[src/fdce_defs.svh]
// register offsets, field positions and timing in ns and MHz of the floppy command engine
`ifndef FDCE_DEFS_SVH
`define FDCE_DEFS_SVH
`define FDCE_CLK_MHZ     200
`define FDCE_FM_SVC_NS   27000
`define FDCE_MFM_SVC_NS  13000
`define FDCE_A_CMD       8'h00
`define FDCE_A_ID        8'h04
`define FDCE_A_PRM       8'h08
`define FDCE_A_FILL      8'h0C
`define FDCE_A_DATA      8'h10
`define FDCE_A_STAT      8'h14
`define FDCE_CMD_OP      3:0
`define FDCE_CMD_SKIP    5
`define FDCE_CMD_MFM     6
`define FDCE_CMD_MT      7
`define FDCE_CMD_START   8
`define FDCE_CMD_DMA     9
`define FDCE_ST0_EC      4
`define FDCE_ST0_NR      3
`define FDCE_ST1_EN      7
`define FDCE_ST1_DE      5
`define FDCE_ST1_OR      4
`define FDCE_ST1_ND      2
`define FDCE_ST1_MA      0
`define FDCE_ST2_CM      6
`define FDCE_ST2_SH      3
`define FDCE_ST2_SN      2
`define FDCE_ABN         2'h1
`define FDCE_NORM        2'h0
`define FDCE_GAP_BYTE    8'h4E
`define FDCE_MASK_BYTE   8'hFF
`define FDCE_ID_BYTES    14'h0004
`define FDCE_SEC_BASE    14'h0080
`define FDCE_FIRST_SEC   8'h01
`endif

[src/fdce_pkg.sv]
// types of the floppy command engine
package fdce_pkg;
  typedef enum logic [3:0] {
    OP_WRITE = 4'h0, OP_WRDEL = 4'h1, OP_RDDEL = 4'h2, OP_RDTRK = 4'h3, OP_RDID = 4'h4,
    OP_FORMAT = 4'h5, OP_SCAN_EQ = 4'h6, OP_SCAN_LE = 4'h7, OP_SCAN_HE = 4'h8
  } fdce_op_e;
  typedef enum logic [8:0] {
    S_IDLE = 9'h001, S_WIDX = 9'h002, S_SEEK = 9'h004, S_MARK = 9'h008, S_WR = 9'h010,
    S_RD = 9'h020, S_FGAP = 9'h040, S_FID = 9'h080, S_FDAT = 9'h100
  } fdce_state_e;
  typedef enum logic [1:0] {
    MK_NONE = 2'h0, MK_DATA = 2'h1, MK_DEL = 2'h2, MK_ID = 2'h3
  } fdce_mark_e;
  typedef struct packed {
    fdce_state_e st;
    fdce_op_e    op;
    logic        mt, mfm, skip, dma;
    logic [7:0]  c, h, r, n, end_of_track_sector, step, spt, gap, fill;
    logic [7:0]  st0, st1, st2, hbuf, dbuf, wbyte, sec;
    fdce_mark_e  mark;
    logic        hfull, dfull, wv, gate, idx, stopd, idseen, dseen, allok, last;
    logic [13:0] cnt;
    logic [15:0] tmr;
    logic        ix1, ix2, ix3, rd1, rd2, ft1, ft2, tc1, tc2;
  } fdce_q_s;
endpackage

[src/fdce_core.sv]
// execution-phase engine of the floppy disk controller with apb register access
//
// Design decisions made here: the register offsets and the APB interface to the registers.
`timescale 1ns/1ps
`default_nettype none
`include "fdce_defs.svh"
module fdce_core #(
  parameter int unsigned FM_SVC_CYC  = `FDCE_FM_SVC_NS * `FDCE_CLK_MHZ / 1000,
  parameter int unsigned MFM_SVC_CYC = `FDCE_MFM_SVC_NS * `FDCE_CLK_MHZ / 1000
) (
  input  wire logic                clock_i,
  input  wire logic                rst_n_i,
  input  wire logic                psel_i,
  input  wire logic                penable_i,
  input  wire logic                pwrite_i,
  input  wire logic [7:0]          paddr_i,
  input  wire logic [31:0]         pwdata_i,
  output logic      [31:0]         prdata_o,
  output logic                     pready_o,
  output logic                     pslverr_o,
  input  wire logic                index_i,
  input  wire logic                drive_ready_i,
  input  wire logic                drive_fault_i,
  input  wire logic                transfer_stop_i,
  input  wire logic                med_id_i,
  input  wire logic [31:0]         med_id_val_i,
  input  wire logic                med_id_crc_ok_i,
  input  wire logic                med_dam_i,
  input  wire logic                med_ddam_i,
  input  wire logic [7:0]          med_rd_byte_i,
  input  wire logic                med_rd_valid_i,
  input  wire logic                med_wr_tick_i,
  output logic                     med_wr_gate_o,
  output logic                     med_wr_valid_o,
  output logic [7:0]               med_wr_byte_o,
  output fdce_pkg::fdce_mark_e     med_wr_mark_o,
  output logic                     dma_req_o,
  output logic                     data_int_o,
  output logic                     busy_o
);
  import fdce_pkg::*;

  ////////////////////////////////////////////////////////////////////////////////
  // helpers
  function automatic logic [13:0] sec_bytes(input logic [7:0] code);
    return `FDCE_SEC_BASE << code[2:0];
  endfunction

  function automatic logic scan_ok(input fdce_op_e op, input logic [7:0] d,
                                   input logic [7:0] hb);
    if (d == `FDCE_MASK_BYTE || hb == `FDCE_MASK_BYTE) return 1'b1;
    case (op)
      OP_SCAN_LE: return d <= hb;
      OP_SCAN_HE: return d >= hb;
      default:    return d == hb;
    endcase
  endfunction

  function automatic fdce_q_s finish(input fdce_q_s s, input logic abn);
    fdce_q_s t;
    t = s;
    t.st = S_IDLE;
    t.gate = 1'b0;
    t.wv = 1'b0;
    t.hfull = 1'b0;
    t.st0[7:6] = abn ? `FDCE_ABN : `FDCE_NORM;
    return t;
  endfunction

  function automatic fdce_q_s end_id(input fdce_q_s s);
    fdce_q_s t;
    t = s;
    if (s.r != s.end_of_track_sector) begin
      t.r = s.r + 8'h01;
    end else begin
      t.r = `FDCE_FIRST_SEC;
      if (s.mt) t.h[0] = ~s.h[0];
      if (!s.mt || s.h[0]) t.c = s.c + 8'h01;
    end
    return t;
  endfunction

  ////////////////////////////////////////////////////////////////////////////////
  // state
  fdce_q_s q;
  fdce_q_s next_q;

  logic        acc;
  logic        is_scan;
  logic        host_need;
  logic        req;
  logic        ovr;
  logic        idx_p;
  logic [13:0] size;
  logic        wtick;
  logic        wr_end;
  logic [15:0] lim;
  logic        hwr;

  assign acc       = psel_i & penable_i;
  assign hwr       = acc & pwrite_i & (paddr_i == `FDCE_A_DATA);
  assign is_scan   = q.op inside {OP_SCAN_EQ, OP_SCAN_LE, OP_SCAN_HE};
  assign size      = sec_bytes(q.n);
  assign wtick     = med_wr_tick_i & q.wv;
  assign wr_end    = (q.st == S_WR) & wtick & (q.cnt + 14'h0001 == size);
  assign idx_p     = q.ix2 & ~q.ix3;
  assign host_need = ~q.hfull & (((q.st == S_WR) & ~q.stopd) | (q.st == S_FID) |
                                 ((q.st == S_RD) & is_scan & ~q.stopd));
  assign req       = host_need | q.dfull;
  assign lim       = q.mfm ? 16'(MFM_SVC_CYC) : 16'(FM_SVC_CYC);
  assign ovr       = (q.st != S_IDLE) & req & (q.tmr >= lim);

  assign pready_o       = 1'b1;
  assign med_wr_gate_o  = q.gate;
  assign med_wr_valid_o = q.wv;
  assign med_wr_byte_o  = q.wbyte;
  assign med_wr_mark_o  = q.mark;
  assign dma_req_o      = q.dma & req;
  assign data_int_o     = ~q.dma & req;
  assign busy_o         = q.st != S_IDLE;

  ////////////////////////////////////////////////////////////////////////////////
  // apb read side
  always_comb begin
    prdata_o = 32'h0000_0000;
    pslverr_o = 1'b0;
    case (paddr_i)
      `FDCE_A_CMD:  prdata_o = {22'h0, q.dma, 1'b0, q.mt, q.mfm, q.skip, 1'b0, q.op};
      `FDCE_A_ID:   prdata_o = {q.n, q.r, q.h, q.c};
      `FDCE_A_PRM:  prdata_o = {q.gap, q.spt, q.step, q.end_of_track_sector};
      `FDCE_A_FILL: prdata_o = {24'h0, q.fill};
      `FDCE_A_DATA: prdata_o = {24'h0, q.dbuf};
      `FDCE_A_STAT: prdata_o = {5'h0, q.hfull, q.dfull, busy_o, q.st2, q.st1, q.st0};
      default:      pslverr_o = acc;
    endcase
  end

  ////////////////////////////////////////////////////////////////////////////////
  // next state
  always_comb begin
    logic v;
    logic start;
    next_q = q;
    v = q.wv;
    start = 1'b0;
    next_q.ix1 = index_i;
    next_q.ix2 = q.ix1;
    next_q.ix3 = q.ix2;
    next_q.rd1 = drive_ready_i;
    next_q.rd2 = q.rd1;
    next_q.ft1 = drive_fault_i;
    next_q.ft2 = q.ft1;
    next_q.tc1 = transfer_stop_i;
    next_q.tc2 = q.tc1;
    next_q.tmr = req ? q.tmr + 16'h0001 : 16'h0000;
    if (q.st != S_IDLE && q.tc2) next_q.stopd = 1'b1;
    // register writes
    if (acc && pwrite_i) begin
      case (paddr_i)
        `FDCE_A_CMD: if (q.st == S_IDLE) begin
          next_q.op   = fdce_op_e'(pwdata_i[`FDCE_CMD_OP]);
          next_q.skip = pwdata_i[`FDCE_CMD_SKIP];
          next_q.mfm  = pwdata_i[`FDCE_CMD_MFM];
          next_q.mt   = pwdata_i[`FDCE_CMD_MT];
          next_q.dma  = pwdata_i[`FDCE_CMD_DMA];
          start       = pwdata_i[`FDCE_CMD_START];
        end
        `FDCE_A_ID: if (q.st == S_IDLE) {next_q.n, next_q.r, next_q.h, next_q.c} = pwdata_i;
        `FDCE_A_PRM: if (q.st == S_IDLE) begin
          {next_q.gap, next_q.spt, next_q.step, next_q.end_of_track_sector} = pwdata_i;
        end
        `FDCE_A_FILL: if (q.st == S_IDLE) next_q.fill = pwdata_i[7:0];
        `FDCE_A_DATA: begin
          next_q.hbuf = pwdata_i[7:0];
          next_q.hfull = 1'b1;
          next_q.tmr = 16'h0000;
        end
        default: ;
      endcase
    end
    if (acc && !pwrite_i && paddr_i == `FDCE_A_DATA) begin
      next_q.dfull = 1'b0;
      next_q.tmr = 16'h0000;
    end
    // index pulses while busy
    if (q.st != S_IDLE && q.st != S_WIDX && idx_p) next_q.idx = 1'b1;
    if (ovr) begin
      next_q.st1[`FDCE_ST1_OR] = 1'b1;
      next_q = finish(next_q, 1'b1);
    end else if (q.st != S_IDLE && q.st != S_WIDX && idx_p && q.idx &&
                 (q.op == OP_FORMAT || q.st == S_SEEK || q.st == S_MARK)) begin
      case (q.op)
        OP_FORMAT: next_q = finish(next_q, 1'b0);
        OP_RDTRK, OP_RDID: begin
          if (!q.idseen) next_q.st1[`FDCE_ST1_MA] = 1'b1;
          if (!q.dseen) next_q.st1[`FDCE_ST1_ND] = 1'b1;
          next_q = finish(next_q, 1'b1);
        end
        default: begin
          next_q.st1[`FDCE_ST1_ND] = 1'b1;
          next_q = finish(next_q, 1'b1);
        end
      endcase
    end else if (is_scan && q.stopd && (q.st == S_SEEK || q.st == S_MARK)) begin
      next_q = finish(next_q, 1'b0);
    end else begin
      case (q.st)
        S_IDLE: if (start) begin
          next_q.st0 = 8'h00;
          next_q.st1 = 8'h00;
          next_q.st2 = 8'h00;
          next_q.idx = 1'b0;
          next_q.sec = 8'h00;
          next_q.idseen = 1'b0;
          next_q.dseen = 1'b0;
          next_q.stopd = 1'b0;
          next_q.hfull = 1'b0;
          next_q.dfull = 1'b0;
          next_q.last = 1'b0;
          next_q.cnt = 14'h0000;
          if (!q.rd2) begin
            next_q.st0[`FDCE_ST0_NR] = 1'b1;
            next_q = finish(next_q, 1'b1);
          end else if (next_q.mfm && q.n == 8'h00 && next_q.op != OP_RDID) begin
            next_q = finish(next_q, 1'b1);
          end else if (next_q.op == OP_RDTRK || next_q.op == OP_FORMAT) begin
            next_q.st = S_WIDX;
          end else begin
            next_q.st = S_SEEK;
          end
        end
        S_WIDX: if (idx_p) begin
          next_q.idx = 1'b1;
          next_q.st = (q.op == OP_FORMAT) ? S_FGAP : S_SEEK;
          next_q.gate = q.op == OP_FORMAT;
        end
        S_SEEK: if (med_id_i) begin
          if (med_id_crc_ok_i) next_q.idseen = 1'b1;
          case (q.op)
            OP_RDID: if (med_id_crc_ok_i) begin
              {next_q.n, next_q.r, next_q.h, next_q.c} = med_id_val_i;
              next_q = finish(next_q, 1'b0);
            end
            OP_RDTRK: begin
              next_q.idseen = 1'b1;
              if (med_id_val_i != {q.n, q.r, q.h, q.c}) next_q.st1[`FDCE_ST1_ND] = 1'b1;
              next_q.st = S_MARK;
            end
            default: if (!med_id_crc_ok_i) begin
              next_q.st1[`FDCE_ST1_DE] = 1'b1;
              next_q = finish(next_q, 1'b1);
            end else if (med_id_val_i == {q.n, q.r, q.h, q.c}) begin
              next_q.cnt = 14'h0000;
              if (q.op == OP_WRITE || q.op == OP_WRDEL) begin
                next_q.st = S_WR;
                next_q.gate = 1'b1;
              end else begin
                next_q.st = S_MARK;
              end
            end
          endcase
        end
        S_MARK: if (med_dam_i || med_ddam_i) begin
          next_q.dseen = 1'b1;
          next_q.cnt = 14'h0000;
          next_q.allok = 1'b1;
          next_q.st = S_RD;
          if (q.op == OP_RDDEL && med_dam_i) begin
            if (q.skip) begin
              next_q.r = q.r + 8'h01;
              next_q.st = S_SEEK;
            end else begin
              next_q.st2[`FDCE_ST2_CM] = 1'b1;
              next_q.last = 1'b1;
            end
          end else if (is_scan && med_ddam_i) begin
            next_q.st2[`FDCE_ST2_CM] = 1'b1;
            if (q.skip) begin
              next_q.r = q.r + q.step;
              next_q.st = S_SEEK;
            end else begin
              next_q.last = 1'b1;
            end
          end
        end
        S_RD: if (med_rd_valid_i) begin
          next_q.cnt = q.cnt + 14'h0001;
          if (is_scan) begin
            next_q.allok = q.allok & scan_ok(q.op, med_rd_byte_i, q.hbuf);
            next_q.hfull = hwr;
          end else begin
            next_q.dbuf = med_rd_byte_i;
            next_q.dfull = 1'b1;
          end
          if (is_scan && q.stopd) begin
            next_q = finish(next_q, 1'b0);
          end else if (q.cnt + 14'h0001 == size) begin
            next_q.st = S_SEEK;
            if (q.op == OP_RDTRK) begin
              next_q.sec = q.sec + 8'h01;
              if (q.sec + 8'h01 == q.end_of_track_sector) next_q = finish(next_q, 1'b0);
            end else if (is_scan) begin
              if (next_q.allok) begin
                next_q.st2[`FDCE_ST2_SH] = 1'b1;
                next_q = finish(next_q, 1'b0);
              end else if (q.last) begin
                next_q = finish(next_q, 1'b0);
              end else if (q.r == q.end_of_track_sector) begin
                next_q.st2[`FDCE_ST2_SN] = 1'b1;
                next_q = finish(next_q, 1'b0);
              end else begin
                next_q.r = q.r + q.step;
              end
            end else if (q.last || q.stopd) begin
              next_q = finish(end_id(next_q), 1'b0);
            end else if (q.r == q.end_of_track_sector) begin
              next_q.st1[`FDCE_ST1_EN] = 1'b1;
              next_q = finish(end_id(next_q), 1'b1);
            end else begin
              next_q.r = q.r + 8'h01;
            end
          end
        end
        S_WR: begin
          if (wtick) begin
            v = 1'b0;
            next_q.mark = MK_NONE;
            next_q.cnt = q.cnt + 14'h0001;
          end
          if (wr_end) begin
            next_q.gate = 1'b0;
            next_q.wv = 1'b0;
            if (q.ft2) begin
              next_q.st0[`FDCE_ST0_EC] = 1'b1;
              next_q = finish(next_q, 1'b1);
            end else if (q.stopd) begin
              next_q = finish(end_id(next_q), 1'b0);
            end else if (q.r == q.end_of_track_sector) begin
              next_q.st1[`FDCE_ST1_EN] = 1'b1;
              next_q = finish(end_id(next_q), 1'b1);
            end else begin
              next_q.r = q.r + 8'h01;
              next_q.st = S_SEEK;
            end
          end else if (!v && (q.stopd || q.hfull)) begin
            next_q.wv = 1'b1;
            next_q.wbyte = q.stopd ? 8'h00 : q.hbuf;
            next_q.hfull = q.stopd ? q.hfull : hwr;
            if (q.cnt == 14'h0000 && !wtick) begin
              next_q.mark = (q.op == OP_WRDEL) ? MK_DEL : MK_DATA;
            end
          end else begin
            next_q.wv = v;
          end
        end
        S_FGAP: begin
          if (wtick) begin
            v = 1'b0;
            next_q.cnt = q.cnt + 14'h0001;
          end
          if (wtick && q.cnt + 14'h0001 >= 14'(q.gap) && q.sec < q.spt) begin
            next_q.cnt = 14'h0000;
            next_q.st = S_FID;
          end
          next_q.wv = v | (q.cnt + 14'h0001 < 14'(q.gap)) | (q.sec >= q.spt);
          next_q.wbyte = `FDCE_GAP_BYTE;
          next_q.mark = MK_NONE;
          if (wtick && next_q.st == S_FID) next_q.wv = 1'b0;
        end
        S_FID: begin
          if (wtick) begin
            v = 1'b0;
            next_q.cnt = q.cnt + 14'h0001;
            next_q.mark = MK_NONE;
          end
          if (wtick && q.cnt + 14'h0001 == `FDCE_ID_BYTES) begin
            next_q.cnt = 14'h0000;
            next_q.st = S_FDAT;
            next_q.wv = 1'b0;
          end else if (!v && q.hfull) begin
            next_q.wv = 1'b1;
            next_q.wbyte = q.hbuf;
            next_q.hfull = hwr;
            next_q.mark = (next_q.cnt == 14'h0000) ? MK_ID : MK_NONE;
          end else begin
            next_q.wv = v;
          end
        end
        S_FDAT: begin
          if (wtick) next_q.cnt = q.cnt + 14'h0001;
          if (wtick && q.cnt + 14'h0001 == size) begin
            next_q.r = q.r + 8'h01;
            next_q.sec = q.sec + 8'h01;
            next_q.cnt = 14'h0000;
            next_q.st = S_FGAP;
            next_q.wv = 1'b0;
          end else begin
            next_q.wv = 1'b1;
            next_q.wbyte = q.fill;
            next_q.mark = (next_q.cnt == 14'h0000) ? MK_DATA : MK_NONE;
          end
        end
        default: next_q = finish(next_q, 1'b1);
      endcase
    end
  end

  always_ff @(posedge clock_i) begin
    if (!rst_n_i) begin
      q <= '0;
      q.st <= S_IDLE;
    end else begin
      q <= next_q;
    end
  end
endmodule
`default_nettype wire

[config.mk]
export PLATFORM = sky130hd
export DESIGN_NAME = fdce_core
export DESIGN_NICKNAME = d
export VERILOG_FILES = /design/src/fdce_pkg.sv /design/src/fdce_core.sv
export VERILOG_INCLUDE_DIRS = /design/src /design/src/src
export SDC_FILE = /design/constraint.sdc
export NUM_CORES = 1
export LEC_CHECK = 0
export BUFFER_PORTS_ARGS = -buffer_cell sky130_fd_sc_hd__buf_2
export CAP_MARGIN = 20
export CORE_MARGIN = 2
export CORE_UTILIZATION = 30
export CTS_BUF_LIST = sky130_fd_sc_hd__clkbuf_4 sky130_fd_sc_hd__clkbuf_8
export DETAILED_ROUTE_END_ITERATION = 8
export MAX_ROUTING_LAYER = met4
export SETUP_SLACK_MARGIN = 0.15
export SYNTH_ARGS = -nofsm -noshare
export SYNTH_HDL_FRONTEND = slang
export SYNTH_SLANG_ARGS = --single-unit
export TNS_END_PERCENT = 5
[constraint.sdc]
create_clock -name clock_i -period 7.1 [get_ports clock_i]
set_input_delay 0 -clock clock_i [delete_from_list [all_inputs] [get_ports clock_i]]
set_output_delay 0 -clock clock_i [all_outputs]
set_load 0.02 [all_outputs]
==> impl_results.md <==
* Outcome: finished clean
* Post-synth top area cell: dfxtp_1
* Synth top cells by count: 293 x nand2_1, 183 x dfxtp_1, 176 x nor2_1
* Post-synth top flop: dfxtp_1
* Per-cell routed wire length at 24.6 um
* Seq cells post-synth at approximately 180
* Hold endpoint: med_wr_mark_o[0]$_SDFFE_PN0P_
* Final core occ at 0.352
* Resize count post-CTS at 0
* CP Class: flip-flop to flip-flop
* Crit path launch type: flip-flop
* Filler-free cell count of the finished design at approximately 2700
* # diodes at 0
* Hold Startpoint: rst_n_i
* Min Tclk post-route at ~5.1 ns
* Required time worst endpoint at ~7.5 ns
* Final worst path period share at 0.718
* CTS tree: yes
* Pwr dens at approximately 120 nW/um2
* Crit path DAT at about 5.5 ns
* Die span in x at between 200 and 250 um
* Fill cell count at 4964
* Layout Nets at roughly 2200
* Share of cells above drive strength 1 at 0.120
* Hold crit path type: input pin to flip-flop
* Post-synth EDFFs at 0
* Asr flop ratio synth at 0
* Worst VDD drop at about 0.00013 V
* Post-DP HPWL at 49800 um
* Synth top area share at 0.261
* Switching pwr at 562 uW
* Reg2reg start: q[25]$_SDFFE_PN0P_
* Crit-path max FO at 14
* Placed Area at 15200 um2
* FP Rows at 79
* Worst Clk Skew at around 0.025 ns
* Worst rel slew slack at 0.236
* Sink Count at around 180
* Core ar. at 46400 um2
* Clk buf depth at 2
* Hold slack at approximately 0.037 ns
* WHS Path Cells at 3
* Clock root cell: clkbuf_8
* Largest net degree at the start of global routing at between 70 and 80
* Crit end category: flip-flop
* Initial Util at 0.303
* Max Cap Viol at 0
* Clock share of power at 0.391
* Reg2reg setup slack at roughly 2 ns
* Slew Viols, Final at 0
* Post-Syn Instances at slightly below 2000
* FMAX at just under 200 MHz
* Hold Vio Cnt, Final at 0
* First-pass GRT wire length at ~98000 um
* Worst-path clk slew at between 0.1 and 0.15 ns
* Placer congestion estimate at roughly 1.0
* Syn nets at just over 2000
* # IOs at approximately 140
* Cts bufs inserted at 17
* Drt drc at 0
* FF+latch area at approximately 3700 um2
* WL final at around 66000 um
* GR Overflow Total at 0
* Unique masters post-synth at 94
* Count leader, synth: nand2_1
* Multi-input combinational cell area at around 9500 um2
* Yosys warnings at 0
* Final setup fails at 0
* Cell Int Power at roughly 1400 uW
* Die H at around 220 um
* Worst-skew pair later-pin latency at between 0.5 and 0.6 ns
* Post-Place Cells at around 2600
* Die area at roughly 49000 um2
* Initial antenna violation count at 1
* Vias in the first global route at between 15000 and 20000
* Port Buf Inserts at between 100 and 150
* Mapped cell area at 14000 um2
* RSZ-0062 raised after global routing: no
* FF-to-FF End: q[158]$_SDFF_PN0_
* Worst Reg-to-Reg Cells at 11
* Slew @ Worst Pin at approximately 1.1 ns
* Area growth syn-to-layout at 16.3%
* H-tree Lvls at 4
* Gr usage total at 0.279
* Initial DRC Count at 1728
* Vias at around 16000
* Synth area leaders: dfxtp_1 26%, nand2_1 7.8%, a21oi_1 5.7%
* Final ANT Viol Nets at 0
* Sequential fraction of the synthesis area at 0.261
* DR pass1 iterations at 8
* Avg Cell Area, Syn at 7.25 um2
* Reg power frac at 0.529
* Logic pwr share at 0.081
* Vias per cell at ~6.0
* Switching Fraction at 0.288
* Leakage at 0.00625 uW
* Finished Cell Area at 16300 um2
* TNS Setup at 0 ns
through the flow:
step                setup WS, ns  power, uW
floorplan                   3.33       1100
global placement            2.33       1180
detailed placement          2.19       1180
CTS                         2.12       1960
global route                1.83       2010
finish                      2.00       1950
cell usage in the layout (no fill, tap or decap), drive strengths merged, types with 22 or more instances in the layout:
cell type    count
and3            32
buf            168
dlygate4sd3     73
xnor2           83
nand4           45
nand3           73
ha              48
nor3            54
a21oi          160
mux2i           29
a31oi           23
o22ai           22
o21ai           87
o211ai          27
nor2           176
dfxtp          183
nand2          293
and2            29
inv             84
final cells by class:
cell class                      instances  share of cell area
Sequential cell                       183               0.224
Multi-Input combinational cell       1540               0.584
Clock inverter                         14             0.00935
Timing Repair Buffer                  242               0.103
Clock buffer                           18              0.0148
Inverter                               77              0.0178
Tap cell                              607              0.0465
layer usage:
metal | routed length, um | track usage | vias up
met5 | 0 | - | -
met4 | 3930 | 0.156 | 0
met3 | 4710 | 0.0498 | 203
met2 | 30200 | 0.438 | 791
met1 | 27100 | 0.337 | 7732
li1 | - | - | 7298
state kept, by name, indices dropped and copies added (netlist names):
register        flops
med_wr_byte_o       8
med_wr_gate_o       1
med_wr_mark_o       2
med_wr_valid_o      1
q                 171
how the worst max path moves through the flow:
| stage | to | cells past startpoint | startpoint | slack, ns |
|---|---|---|---|---|
| finish | q[158]$_SDFF_PN0_ | 11 | q[25]$_SDFFE_PN0P_ | 2.00 |
| global route | q[158]$_SDFF_PN0_ | 11 | q[25]$_SDFFE_PN0P_ | 1.83 |
| CTS | q[158]$_SDFF_PN0_ | 11 | q[25]$_SDFFE_PN0P_ | 2.12 |
| detailed placement | q[158]$_SDFF_PN0_ | 11 | q[25]$_SDFFE_PN0P_ | 2.19 |
| global placement | q[158]$_SDFF_PN0_ | 11 | q[25]$_SDFFE_PN0P_ | 2.33 |
| floorplan | q[177]$_SDFF_PN0_ | 14 | q[189]$_SDFFE_PP0P_ | 3.33 |
what timing repair did:
action / in CTS / in global routing
buffers inserted: 0 / 0
hold buffers: 73 / 0
endpoints found under the hold margin: 94 / 0
power by group through the flow:
stage | clock (uW) | sequential [uW] | combinational, uW
3_5_place_dp | 0 | 1050 | 123
6_report | 762 | 1030 | 157
5_1_grt | 814 | 1030 | 165
3_3_place_gp | 0 | 1050 | 122
2_1_floorplan | 0 | 1050 | 46.3
4_1_cts | 777 | 1030 | 153
logic make-up (layout without fill, tap and decap cells):
group	Yosys count	after routing	synth area share
AO/OA/AOI/OAI	521	521	0.250
XOR/XNOR	104	104	0.0659
adder cells (fa/ha/maj)	49	49	0.0442
buffers and inverters	212	351	0.0633
flip-flops	183	183	0.261
multiplexers	32	32	0.0231
other	1	1	0.000267
AND/OR/NAND/NOR	833	833	0.292
critical path, cell delays in order (launching register included):
cell	delay, ns
dfxtp_1	0.51
ha_1	0.44
nand2_1	0.19
or4_1	0.60
xnor2_1	0.19
nand4_1	0.25
nor4b_4	0.95
nand2_1	0.41
a21oi_1	0.84
nand3_1	0.22
a211oi_1	0.28
o22ai_1	0.09
Note: power is estimated with default switching activity, not from simulation.
